===== src/verilog/brad_pkg.sv =====
// Package with address map constants and carrier types for the boot remap address decoder.
package brad_pkg;

	// ------------------------------------------------------------------
	// Address map
	// ------------------------------------------------------------------
	localparam int          ADDR_W         = 32;
	localparam int          BANK_MSB       = 31;
	localparam int          BANK_LSB       = 28;
	localparam logic [3:0]  BANK_INTERNAL  = 4'h0;
	localparam logic [3:0]  BANK_EXT_FIRST = 4'h1;
	localparam logic [3:0]  BANK_EXT_LAST  = 4'h7;
	localparam logic [3:0]  BANK_PERIPH    = 4'hF;
	localparam logic [31:0] BOOT_ALIAS_TOP = 32'h000F_FFFF;
	localparam logic [31:0] ROM_BASE       = 32'h0010_0000;
	localparam logic [31:0] ROM_TOP        = 32'h0010_7FFF;
	localparam logic [31:0] LOW_SRAM_BASE  = 32'h0020_0000;
	localparam logic [31:0] LOW_SRAM_TOP   = 32'h0020_0FFF;
	localparam logic [31:0] SRAM1_BASE     = 32'h0030_0000;
	localparam logic [31:0] SRAM1_TOP      = 32'h0030_0FFF;
	localparam logic [31:0] UHP_BASE       = 32'h0050_0000;
	localparam logic [31:0] UHP_TOP        = 32'h005F_FFFF;
	localparam logic [31:0] SYSC_BASE      = 32'hFFFF_C000;
	localparam logic        REMAP_RESET    = 1'b0;
	localparam logic        BOOT_SEL_RESET = 1'b1;

	// ------------------------------------------------------------------
	// Slave targets
	// ------------------------------------------------------------------
	typedef enum logic [3:0] {
		BRAD_SL_NONE,
		BRAD_SL_ROM,
		BRAD_SL_LOW_SRAM,
		BRAD_SL_SRAM1,
		BRAD_SL_UHP,
		BRAD_SL_EXT,
		BRAD_SL_PERIPH,
		BRAD_SL_SYSC
	} brad_slave_e;

	// Master request as seen on the AHB address phase.
	typedef struct packed {
		logic        sel;
		logic [1:0]  trans;
		logic [31:0] addr;
	} brad_req_s;

	// Decoded route, registered towards the slaves.
	typedef struct packed {
		logic        valid;
		brad_slave_e slave;
		logic [7:0]  chipSel;
		logic        abort;
	} brad_route_s;

endpackage : brad_pkg


===== src/verilog/brad_decoder.sv =====
// Per-master first-level address decoder with boot select and remap aliasing at address zero.
// Notes on behaviour
// RL1: Top four address bits pick one of sixteen 256-Mbyte banks.
// RL2: Banks 1 to 7 go to the external bus, each with its chip select.
// RL3: Bank 0 goes to internal memories through a 1-Mbyte second decode.
// RL4: Bank 15 goes to the peripheral bridge.
// RL5: Unused areas reach no slave and abort the master.
// RL6: Every master has its own decoder instance with the same map.
// RL7: For processor masters address zero maps to ROM, external boot or low SRAM.
// RL8: With remap set, the first SRAM bank appears at address zero.
// RL9: Without remap, the captured boot-select level picks ROM or external.
// RL10: The boot alias spans address zero up to, but not including, the 1-Mbyte boundary.
// RL11: Captured boot-select high aliases the embedded ROM.
// RL12: Captured boot-select low aliases external chip select zero.
// RL13: Unaffected memories stay at their normal base addresses always.
// RL14: After reset fetching at zero hits the selected boot memory, except in the first enabled cycle after release, which goes to ROM.
// RL15: System controller registers decode in the top 16 Kbytes.
// RL16: Meaningless master-to-slave paths are unconnected and abort.
// RL17: The boot-select pin is captured only once, in the first enabled cycle after reset release.
// RL18: Remap is cleared by system reset.
// RL19: An abort is returned as an AHB error response.
`timescale 1ns/1ns

module brad_decoder #(
	parameter int unsigned MASTER_ID = 0
) (
	input  wire logic                 clk,
	input  wire logic                 rst_n,
	input  wire logic                 clkEn,
	input  wire logic                 bootMemorySelect,
	input  wire logic                 remapSet,
	input  wire logic                 remapClear,
	input  wire brad_pkg::brad_req_s  req,
	output brad_pkg::brad_route_s     route,
	output logic                      hreadyErr,
	output logic [1:0]                hresp,
	output logic                      remapActive
);

	// ------------------------------------------------------------------
	// Path permissions
	// ------------------------------------------------------------------
	// Processor masters are 0 and 1; DMA is 2, USB host 3, image 4, MAC 5.
	localparam logic IS_CPU    = (MASTER_ID < 2);
	localparam logic ROM_OK    = (MASTER_ID < 4);
	localparam logic UHP_OK    = (MASTER_ID < 2);
	localparam logic PERIPH_OK = (MASTER_ID < 4);

	function automatic logic inRange(input logic [31:0] a, input logic [31:0] lo,
		input logic [31:0] hi);
		inRange = (a >= lo) && (a <= hi);
	endfunction : inRange

	// ------------------------------------------------------------------
	// Boot select capture and remap
	// ------------------------------------------------------------------
	logic bootSync1;
	logic bootSync2;
	logic bootCaptured_reg;
	logic bootArmed_reg;
	logic remap_reg;

	// The synchroniser has no reset so that it keeps following the pin while reset is low.
	always_ff @(posedge clk) begin
		if (clkEn) begin
			bootSync1 <= bootMemorySelect;
			bootSync2 <= bootSync1;
		end
	end

	// Captured once after reset release; later pin changes are ignored.
	always_ff @(posedge clk or negedge rst_n) begin
		if (!rst_n) begin
			bootCaptured_reg <= brad_pkg::BOOT_SEL_RESET;
			bootArmed_reg    <= 1'b1;
		end else if (clkEn && bootArmed_reg) begin // RL17
			bootCaptured_reg <= bootSync2;
			bootArmed_reg    <= 1'b0;
		end
	end

	always_ff @(posedge clk or negedge rst_n) begin
		if (!rst_n) begin
			remap_reg <= brad_pkg::REMAP_RESET; // RL18
		end else if (clkEn) begin
			if (remapSet) begin
				remap_reg <= 1'b1; // RL8
			end else if (remapClear) begin
				remap_reg <= 1'b0;
			end
		end
	end

	assign remapActive = remap_reg;

	// ------------------------------------------------------------------
	// Address decode
	// ------------------------------------------------------------------
	brad_pkg::brad_route_s routeNext;
	logic [3:0]            bank;
	logic                  active;

	assign bank   = req.addr[brad_pkg::BANK_MSB:brad_pkg::BANK_LSB]; // RL1
	assign active = req.sel && req.trans[1];

	always_comb begin
		routeNext       = '0;
		routeNext.valid = active;
		routeNext.slave = brad_pkg::BRAD_SL_NONE;
		if (bank == brad_pkg::BANK_INTERNAL) begin // RL3
			if (IS_CPU && req.addr <= brad_pkg::BOOT_ALIAS_TOP) begin // RL7 RL10
				if (remap_reg) begin
					routeNext.slave = brad_pkg::BRAD_SL_LOW_SRAM; // RL8
				end else if (bootCaptured_reg) begin
					routeNext.slave = brad_pkg::BRAD_SL_ROM; // RL9 RL11 RL14
				end else begin
					routeNext.slave      = brad_pkg::BRAD_SL_EXT; // RL12
					routeNext.chipSel[0] = 1'b1;
				end
			end else if (ROM_OK && inRange(req.addr, brad_pkg::ROM_BASE,
				brad_pkg::ROM_TOP)) begin // RL13
				routeNext.slave = brad_pkg::BRAD_SL_ROM;
			end else if (inRange(req.addr, brad_pkg::LOW_SRAM_BASE, brad_pkg::LOW_SRAM_TOP)) begin
				routeNext.slave = brad_pkg::BRAD_SL_LOW_SRAM;
			end else if (inRange(req.addr, brad_pkg::SRAM1_BASE, brad_pkg::SRAM1_TOP)) begin
				routeNext.slave = brad_pkg::BRAD_SL_SRAM1;
			end else if (UHP_OK && inRange(req.addr, brad_pkg::UHP_BASE,
				brad_pkg::UHP_TOP)) begin // RL16
				routeNext.slave = brad_pkg::BRAD_SL_UHP;
			end
		end else if (bank >= brad_pkg::BANK_EXT_FIRST && bank <= brad_pkg::BANK_EXT_LAST) begin
			routeNext.slave       = brad_pkg::BRAD_SL_EXT; // RL2
			routeNext.chipSel[bank[2:0]] = 1'b1;
		end else if (bank == brad_pkg::BANK_PERIPH && PERIPH_OK) begin // RL4 RL16
			if (req.addr >= brad_pkg::SYSC_BASE) begin
				routeNext.slave = brad_pkg::BRAD_SL_SYSC; // RL15
			end else begin
				routeNext.slave = brad_pkg::BRAD_SL_PERIPH;
			end
		end
		if (routeNext.slave == brad_pkg::BRAD_SL_NONE) begin
			routeNext.chipSel = '0;
			routeNext.abort   = active; // RL5
		end
		if (!active) begin
			routeNext.slave   = brad_pkg::BRAD_SL_NONE;
			routeNext.chipSel = '0;
		end
	end

	always_ff @(posedge clk or negedge rst_n) begin
		if (!rst_n) begin
			route <= '0;
		end else if (clkEn) begin
			route <= routeNext; // RL6
		end
	end

	// ------------------------------------------------------------------
	// Two-cycle AHB error response
	// ------------------------------------------------------------------
	logic errSecond_reg;

	always_ff @(posedge clk or negedge rst_n) begin
		if (!rst_n) begin
			errSecond_reg <= 1'b0;
		end else if (clkEn) begin
			errSecond_reg <= route.abort && !errSecond_reg;
		end
	end

	// First error cycle holds HREADY low, second raises it; HRESP stays ERROR.
	assign hresp     = (route.abort || errSecond_reg) ? 2'h1 : 2'h0; // RL19
	assign hreadyErr = !(route.abort && !errSecond_reg);

	// ------------------------------------------------------------------
	// Checks
	// ------------------------------------------------------------------
	property p_ext_cs;
		@(posedge clk) disable iff (!rst_n)
		clkEn && active && bank == 4'h3 |=> route.chipSel == 8'h08
			&& route.slave == brad_pkg::BRAD_SL_EXT;
	endproperty
	a_ext_cs: assert property (p_ext_cs) else $error("bank 3 not on chip select 3"); // RL2

	property p_unused_abort;
		@(posedge clk) disable iff (!rst_n)
		clkEn && active && bank == 4'h9 |=> route.abort && hresp == 2'h1
			&& route.slave == brad_pkg::BRAD_SL_NONE;
	endproperty
	a_unused_abort: assert property (p_unused_abort) else $error("unused bank not aborted"); // RL5

	property p_periph;
		@(posedge clk) disable iff (!rst_n)
		clkEn && active && bank == 4'hF && req.addr < brad_pkg::SYSC_BASE && PERIPH_OK
			|=> route.slave == brad_pkg::BRAD_SL_PERIPH;
	endproperty
	a_periph: assert property (p_periph) else $error("bank 15 not on peripheral bridge"); // RL4

	property p_remap_zero;
		@(posedge clk) disable iff (!rst_n)
		clkEn && active && remap_reg && IS_CPU && req.addr == 32'h0000_0000
			|=> route.slave == brad_pkg::BRAD_SL_LOW_SRAM;
	endproperty
	a_remap_zero: assert property (p_remap_zero) else $error("remap not at zero"); // RL8

	property p_boot_rom;
		@(posedge clk) disable iff (!rst_n)
		clkEn && active && !remap_reg && bootCaptured_reg && IS_CPU
			&& req.addr == brad_pkg::BOOT_ALIAS_TOP |=> route.slave == brad_pkg::BRAD_SL_ROM;
	endproperty
	a_boot_rom: assert property (p_boot_rom) else $error("boot alias not ROM"); // RL11

	property p_boot_ext;
		@(posedge clk) disable iff (!rst_n)
		clkEn && active && !remap_reg && !bootCaptured_reg && IS_CPU && bank == 4'h0
			&& req.addr <= brad_pkg::BOOT_ALIAS_TOP |=> route.chipSel == 8'h01;
	endproperty
	a_boot_ext: assert property (p_boot_ext) else $error("boot alias not chip select 0"); // RL12

	property p_capture_hold;
		@(posedge clk) disable iff (!rst_n)
		!bootArmed_reg |=> $stable(bootCaptured_reg);
	endproperty
	a_capture_hold: assert property (p_capture_hold) else $error("boot select resampled"); // RL17

	property p_sram1_fixed;
		@(posedge clk) disable iff (!rst_n)
		clkEn && active && inRange(req.addr, brad_pkg::SRAM1_BASE, brad_pkg::SRAM1_TOP)
			|=> route.slave == brad_pkg::BRAD_SL_SRAM1;
	endproperty
	a_sram1_fixed: assert property (p_sram1_fixed) else $error("SRAM1 moved"); // RL13

	property p_err_two;
		@(posedge clk) disable iff (!rst_n)
		clkEn && routeNext.abort && hreadyErr ##1 clkEn |-> !hreadyErr ##1 hreadyErr
			&& hresp == 2'h1;
	endproperty
	a_err_two: assert property (p_err_two) else $error("error response not two cycles"); // RL19

	property p_sysc;
		@(posedge clk) disable iff (!rst_n)
		clkEn && active && bank == 4'hF && req.addr >= brad_pkg::SYSC_BASE && PERIPH_OK
			|=> route.slave == brad_pkg::BRAD_SL_SYSC;
	endproperty
	a_sysc: assert property (p_sysc) else $error("system controller not decoded"); // RL15

	property p_alias_cpu_only;
		@(posedge clk) disable iff (!rst_n)
		clkEn && active && !IS_CPU && req.addr <= brad_pkg::BOOT_ALIAS_TOP |=> route.abort;
	endproperty
	a_alias_cpu_only: assert property (p_alias_cpu_only) else $error("alias open to non-CPU"); // RL7

	property p_periph_forbidden;
		@(posedge clk) disable iff (!rst_n)
		clkEn && active && !PERIPH_OK && bank == 4'hF |=> route.abort;
	endproperty
	a_periph_forbidden: assert property (p_periph_forbidden) else $error("forbidden path open"); // RL16

	property p_chipsel_onehot;
		@(posedge clk) disable iff (!rst_n)
		$onehot0(route.chipSel);
	endproperty
	a_chipsel_onehot: assert property (p_chipsel_onehot) else $error("chip selects not one-hot"); // RL2

	property p_abort_no_slave;
		@(posedge clk) disable iff (!rst_n)
		route.abort |-> route.slave == brad_pkg::BRAD_SL_NONE && route.chipSel == 8'h00;
	endproperty
	a_abort_no_slave: assert property (p_abort_no_slave) else $error("aborted access reached a slave"); // RL5

	property p_idle_quiet;
		@(posedge clk) disable iff (!rst_n)
		clkEn && !active
			|=> !route.valid && !route.abort && route.slave == brad_pkg::BRAD_SL_NONE;
	endproperty
	a_idle_quiet: assert property (p_idle_quiet) else $error("idle cycle routed"); // RL5

	property p_okay;
		@(posedge clk) disable iff (!rst_n)
		!route.abort && !errSecond_reg |-> hresp == 2'h0 && hreadyErr;
	endproperty
	a_okay: assert property (p_okay) else $error("error response without abort"); // RL19

	property p_remap_set;
		@(posedge clk) disable iff (!rst_n)
		clkEn && remapSet |=> remap_reg;
	endproperty
	a_remap_set: assert property (p_remap_set) else $error("remap not set"); // RL8

	property p_low_sram_fixed;
		@(posedge clk) disable iff (!rst_n)
		clkEn && active && inRange(req.addr, brad_pkg::LOW_SRAM_BASE, brad_pkg::LOW_SRAM_TOP)
			|=> route.slave == brad_pkg::BRAD_SL_LOW_SRAM;
	endproperty
	a_low_sram_fixed: assert property (p_low_sram_fixed) else $error("low SRAM moved"); // RL13

	property p_ext_top;
		@(posedge clk) disable iff (!rst_n)
		clkEn && active && bank == 4'h7 |=> route.chipSel == 8'h80;
	endproperty
	a_ext_top: assert property (p_ext_top) else $error("bank 7 not on chip select 7"); // RL2

	c_remap: cover property (@(posedge clk) disable iff (!rst_n) $rose(remap_reg));
	c_abort: cover property (@(posedge clk) disable iff (!rst_n) route.abort);
	c_sysc: cover property (@(posedge clk) disable iff (!rst_n)
		route.slave == brad_pkg::BRAD_SL_SYSC);
	c_boot_ext: cover property (@(posedge clk) disable iff (!rst_n)
		route.slave == brad_pkg::BRAD_SL_EXT && route.chipSel[0]);
	c_err_pair: cover property (@(posedge clk) disable iff (!rst_n)
		!hreadyErr ##1 hreadyErr && hresp == 2'h1);

endmodule : brad_decoder


===== config.mk =====
export PLATFORM = sky130hd
export DESIGN_NAME = brad_decoder
export DESIGN_NICKNAME = d
export VERILOG_FILES = /design/src/verilog/brad_pkg.sv /design/src/verilog/brad_decoder.sv
export SDC_FILE = /design/constraint.sdc
export NUM_CORES = 1
export LEC_CHECK = 0
export BUFFER_PORTS_ARGS = -buffer_cell sky130_fd_sc_hd__buf_2
export CORE_AREA = 2 2 51 53
export CTS_CLUSTER_DIAMETER = 120
export DETAILED_ROUTE_END_ITERATION = 12
export DIE_AREA = 0 0 53 55
export GPL_ROUTABILITY_DRIVEN = 0
export PLACE_DENSITY = 0.75
export SYNTH_ARGS = -nofsm -noshare
export SYNTH_HDL_FRONTEND = slang
export SYNTH_SLANG_ARGS = --single-unit

===== constraint.sdc =====
create_clock -name clk -period 1.53 [get_ports clk]
set_input_delay 0.306 -clock clk [delete_from_list [all_inputs] [get_ports clk]]
set_output_delay 0.306 -clock clk [all_outputs]
set_load 0.02 [all_outputs]

======== Word level (Yosys, flattened, before mapping) ========
Index checks and enable logic that the tools add are counted.
cells by class
  $add $sub $neg .......................... 0
  $mul .................................... 0
  divide/modulo/power cells ............... 0
  $lt $le $gt $ge ......................... 14
  eq/ne operators ......................... 1
  shift operators ......................... 0
  muxes and demuxes ....................... 24
  bitwise operators ....................... 0
  reductions and logical operators ........ 16
operators by type and width
  cell                                                                                   count
  32-bit by 22-bit greater-or-equal comparator with 1-bit output, second input constant  2
  32-bit by 22-bit <= comparator with 1-bit output, second input constant                2
  32-bit by 21-bit greater-or-equal comparator with 1-bit output, second input constant  1
  32-bit by 23-bit greater-or-equal comparator with 1-bit output, second input constant  1
  32-bit greater-or-equal comparator, second input constant                              1
  32-bit by 20-bit <= comparator with 1-bit output, second input constant                1
  32-bit by 21-bit <= comparator with 1-bit output, second input constant                1
  32-bit by 23-bit <= comparator with 1-bit output, second input constant                1
  3-bit two-way mux                                                                      6
  4-bit two-way mux                                                                      4
  12-bit two-way mux                                                                     1
  1-bit logical AND                                                                      9
  1-bit two-way mux                                                                      9
  9-bit two-way mux                                                                      1
  4-bit logical NOT                                                                      2
  8-bit two-way mux                                                                      1
  7-bit two-way mux                                                                      1
  4-bit equality test, second input constant                                             1
  4-bit by 1-bit greater-or-equal comparator with 1-bit output, second input constant    1
  4-bit by 3-bit <= comparator with 1-bit output, second input constant                  1
  3-bit by 4-bit < comparator with 1-bit output, second input constant                   1
  1-bit demux with 3-bit select                                                          1
  3-bit by 1-bit greater-or-equal comparator with 1-bit output, second input constant    1
  1-bit logical NOT                                                                      2
  3 further kinds                                                                        3
storage, ports and cells
  register bits ........................... 20
  latch bits .............................. 0
  bits in writable memories ............... 0
  bits in read-only memories .............. 0
  input bits .............................. 41
  logic and storage cells ................. 65
  memories ................................ 0

======== Longest topological paths before layout ========
  depth after elaboration ................. 11
  gate-level depth with buffers ........... 5
  depth with buffers taken out ............ 5

======== Least setup slack after synthesis ========
OpenSTA, ideal clock, no wires.
  path kind ............................... in2reg
  start point ............................. in req[18] (netlist name)
  end point ............................... reg route[0] (netlist name)
  setup time .............................. 122 ps
  data arrival time ....................... 1,234 ps
  data required time ...................... 1,408 ps
  setup slack ............................. 175 ps
  cell stages on the path ................. 5
  path buffers ............................ 0
  cell sequence ........................... nor4_1 o2111ai_1 a21oi_1 o21ai_1 a32o_1
between the ends
  longest elaborated chain between the ends .. 10
  elaborated cells between the ends (all ways) .. 25
  classes of those cells .................. order compare: 10; mux: 10; reduce/logical: 5
RTL lines
  item                                                                                                                                RTL line             source
  start: declaration                                                                                                                  brad_decoder.sv:33   input wire brad_pkg::brad_req_s req,
  32-bit by 23-bit greater-or-equal comparator with 1-bit output or 32-bit by 23-bit <= comparator with 1-bit output (tied branches)  brad_decoder.sv:51   inRange = (a >= lo) && (a <= hi);
  1-bit logical AND                                                                                                                   brad_decoder.sv:51
  3-bit two-way mux                                                                                                                   brad_decoder.sv:127  end else if (UHP_OK && inRange(req.addr, brad_pkg::UHP_BASE,
  3-bit two-way mux                                                                                                                   brad_decoder.sv:125  end else if (inRange(req.addr, brad_pkg::SRAM1_BASE, brad_pkg::SRAM1_TOP)) begin
  3-bit two-way mux                                                                                                                   brad_decoder.sv:123  end else if (inRange(req.addr, brad_pkg::LOW_SRAM_BASE, brad_pkg::LOW_SRAM_TOP)) begin
  3-bit two-way mux                                                                                                                   brad_decoder.sv:120  end else if (ROM_OK && inRange(req.addr, brad_pkg::ROM_BASE,
  4-bit two-way mux                                                                                                                   brad_decoder.sv:111  if (IS_CPU && req.addr <= brad_pkg::BOOT_ALIAS_TOP) begin
  4-bit two-way mux (*)                                                                                                               brad_decoder.sv:110  if (bank == brad_pkg::BANK_INTERNAL) begin
  4-bit logical NOT (*)                                                                                                               brad_decoder.sv:141  if (routeNext.slave == brad_pkg::BRAD_SL_NONE) begin
  9-bit two-way mux (*)                                                                                                               brad_decoder.sv:141
  end signal: assignment                                                                                                              brad_decoder.sv:155  route <= routeNext;
  end: declaration                                                                                                                    brad_decoder.sv:34   output brad_pkg::brad_route_s route,
Every way passes the cells marked *; elsewhere a longest branch is shown, timed or not.
A chain may end at the register's enable or synchronous reset.

======== Worst setup path after layout ========
  start point ............................. reg route[0] (netlist name)
  end point ............................... out hresp[0]
between the ends
  longest elaborated chain between the ends .. 2
RTL lines
  item               RTL line             source
  1-bit logical OR   brad_decoder.sv:173  assign hresp = (route.abort || errSecond_reg) ? 2'h1 : 2'h0;
  1-bit two-way mux  brad_decoder.sv:173
  end: declaration   brad_decoder.sv:36   output logic [1:0] hresp,
Every way passes these cells.

==> impl_metrics.tcl <==
set metrics [dict create \
    status "completed" \
    fillCellCount 231 \
    finalMaxSlewViolations 0 \
    hold_ws_ps 196.3 \
    insertion_delay_ps 280 \
    final-hold-violation-count 0 \
    cts_root_buffer "clkbuf_4" \
    grt_max_degree 18 \
    synth_seq_area_share 0.5306 \
    clock_path_buffers 2 \
    min_period_ps 1430 \
    fp-row-count 18 \
    synth_edf_count 2 \
    p_leak_uw 0.0006116 \
    fin_crit_sh 0.9347 \
    grt_use_total 0.1615 \
    grt_setup_unrepaired "false" \
    synth_area_um2 919.6 \
    path_clk_slew_ps 100 \
    synthesis.instances 87 \
    die_height_um 55 \
    top_register "route" \
    die_area_um2 2915 \
    crit_type "flop to output pin" \
    cts_tree "done" \
    max_freq_mhz 699.2 \
    drive_above_1_share 0.4255 \
    synthToLayoutAreaGrowth_pct 36.33 \
    largest_register_ffs 13 \
    ant_nets 0 \
    nets 183 \
    fin_ws_ps 99.88 \
    yosys_warnings 0 \
    ctsResizeCount 0 \
    start_util 0.3889 \
    routed_wl_um 2167 \
    detailed_place_hpwl_um 1751 \
    end_kind "output pin" \
    crit_path_max_fanout 4 \
    dpl.cell_count 166 \
    ff2ff_setup_slack_ps 200 \
    setup_viol 0 \
    grt_overflow 0 \
    die_w_um 53 \
    fp.coreArea_um2 2365 \
    h-tree-depth 1 \
    drtIter0Drc 12 \
    async_reset_ff_frac 0.8947 \
    numCtsBuffers 3 \
    route.detailed.drc 0 \
    synthFlopType "dfrtp_1" \
    holdPathStages 1 \
    fin_cells 171 \
    pwr_density_cell_nw_per_um2 749.4 \
    startpoint_type "flop" \
    hold_class "primary input to flop" \
    diodes 0 \
    routedWlPerCell_um 12.67 \
    skew_ps 1.634 \
    io_pins 59 \
    grt_pass1_vias 808 \
    firstDrtPassIters 4 \
    critPathRequiredTime_ps 1220 \
    avgSynthCellArea_um2 10.57 \
    ys_seq_elements 19 \
    cts_sinks 19 \
    maxCapViolCount 0 \
    dpl_worst_slack_ps -95.11 \
    arrival_ps 1120 \
    regArea_um2 488.0 \
    vias 865 \
    numPortBuffers 43 \
    vdd_ir_drop_max_mv 0.5865 \
    synth_cell_types 33 \
    multi_input_area_um2 397.9 \
    antenna_found_initial 0 \
    ff2ff_path_depth 5 \
    grt_pass1_wl_um 3401 \
    drt-vias-per-instance 5.058 \
]
-- through the flow --
| step | utilization | total power, uW | area, um^2 | TNS (ps) |
|---|---|---|---|---|
| 6_report | 0.5302 | 939.5 | 1254 | 0 |
| 5_1_grt | 0.5302 | 992.7 | 1254 | 0 |
| 4_1_cts | 0.5302 | 953.9 | 1254 | 0 |
| 3_5_place_dp | 0.5148 | 711.1 | 1217 | -150.0 |
| 3_3_place_gp | 0.5148 | 705.9 | 1217 | -55.83 |
| 2_1_floorplan | - | 616.8 | 923.4 | 0 |
-- area by class of cell --
class / count / share of cell area
timing repair buffer: 52 / 0.2275
clock buffer: 4 / 0.02096
multi-input combinational: 61 / 0.3174
inverter: 5 / 0.01497
sequential: 19 / 0.3892
tap: 30 / 0.02994
-- worst max-delay path, cell delays in order (launching register included) --
cell	delay, ps
dfrtp_1	410
or2_2	270
buf_2	160
-- power by group --
part	internal [uW]	switching [uW]	total [uW]
Sequential	527	9.97	537
Combinational	69.1	95.0	164
Clock	101	137	238
-- placed cells by master, fill, tap and decap left out, types with 3 or more instances in the layout --
master	synthesis	routed
nand2b_1	5	5
nor4_1	4	4
o2bb2ai_1	9	9
clkbuf_4	0	3
buf_2	0	43
nand4_1	3	3
nand3_1	3	3
inv_1	5	5
nand2_1	7	7
a21oi_1	4	4
dfrtp_1	15	15
nor3_1	3	3
buf_4	2	8
-- layer usage --
layer	part of all wire	vias to the layer above	GRT usage	routed length (um)
met1	0.46	394	0.2112	1007
met4	0.0065	0	0.06410	14
met5	0	-	0	0
li1	-	436	-	-
met3	0.066	2	0.01882	143
met2	0.46	33	0.2750	1002
-- timing repair --
action / in CTS / in global routing
endpoints found under the hold margin: 15 / 0
hold buffers: 1 / 0
buffers inserted: 0 / 0
endpoints found under the setup margin: 0 / 0
-- cell usage after synthesis (all sizes together) (2+ instances only) --
library cell	instances	share of area
nand2b	5	0.034
edfxtp	2	0.065
o2bb2ai	9	0.086
inv	5	0.020
nor2	2	0.0082
o21ai	4	0.022
nand2	7	0.029
dfstp	2	0.057
nand3	3	0.016
buf	2	0.016
nand4	3	0.020
nor3	3	0.016
a21oi	4	0.022
nor4	5	0.041
dfrtp	15	0.41
-- path summary, 6_finish.rpt --
check | start | to
min in group asynchronous | rst_n | route[13]
worst max-delay path | route[0] | hresp[0]
worst min register to register | bootSync1 | bootSync2
worst min-delay path | bootMemorySelect | bootSync1
worst max register to register | remapActive | route[0]
max in group asynchronous | rst_n | bootCaptured_reg
-- logic make-up (layout without fill, tap and decap cells) --
family,after synthesis,in the layout,share of synthesized area
AOI/OAI and AO/OA,24,24,0.2027
buffers and inverters,8,61,0.04081
DFF,19,19,0.5306
muxes,1,1,0.01224
other,1,2,0.004078
and+or+nand+nor,34,34,0.2095
No activity file was read; power rests on OpenSTA's default activity.
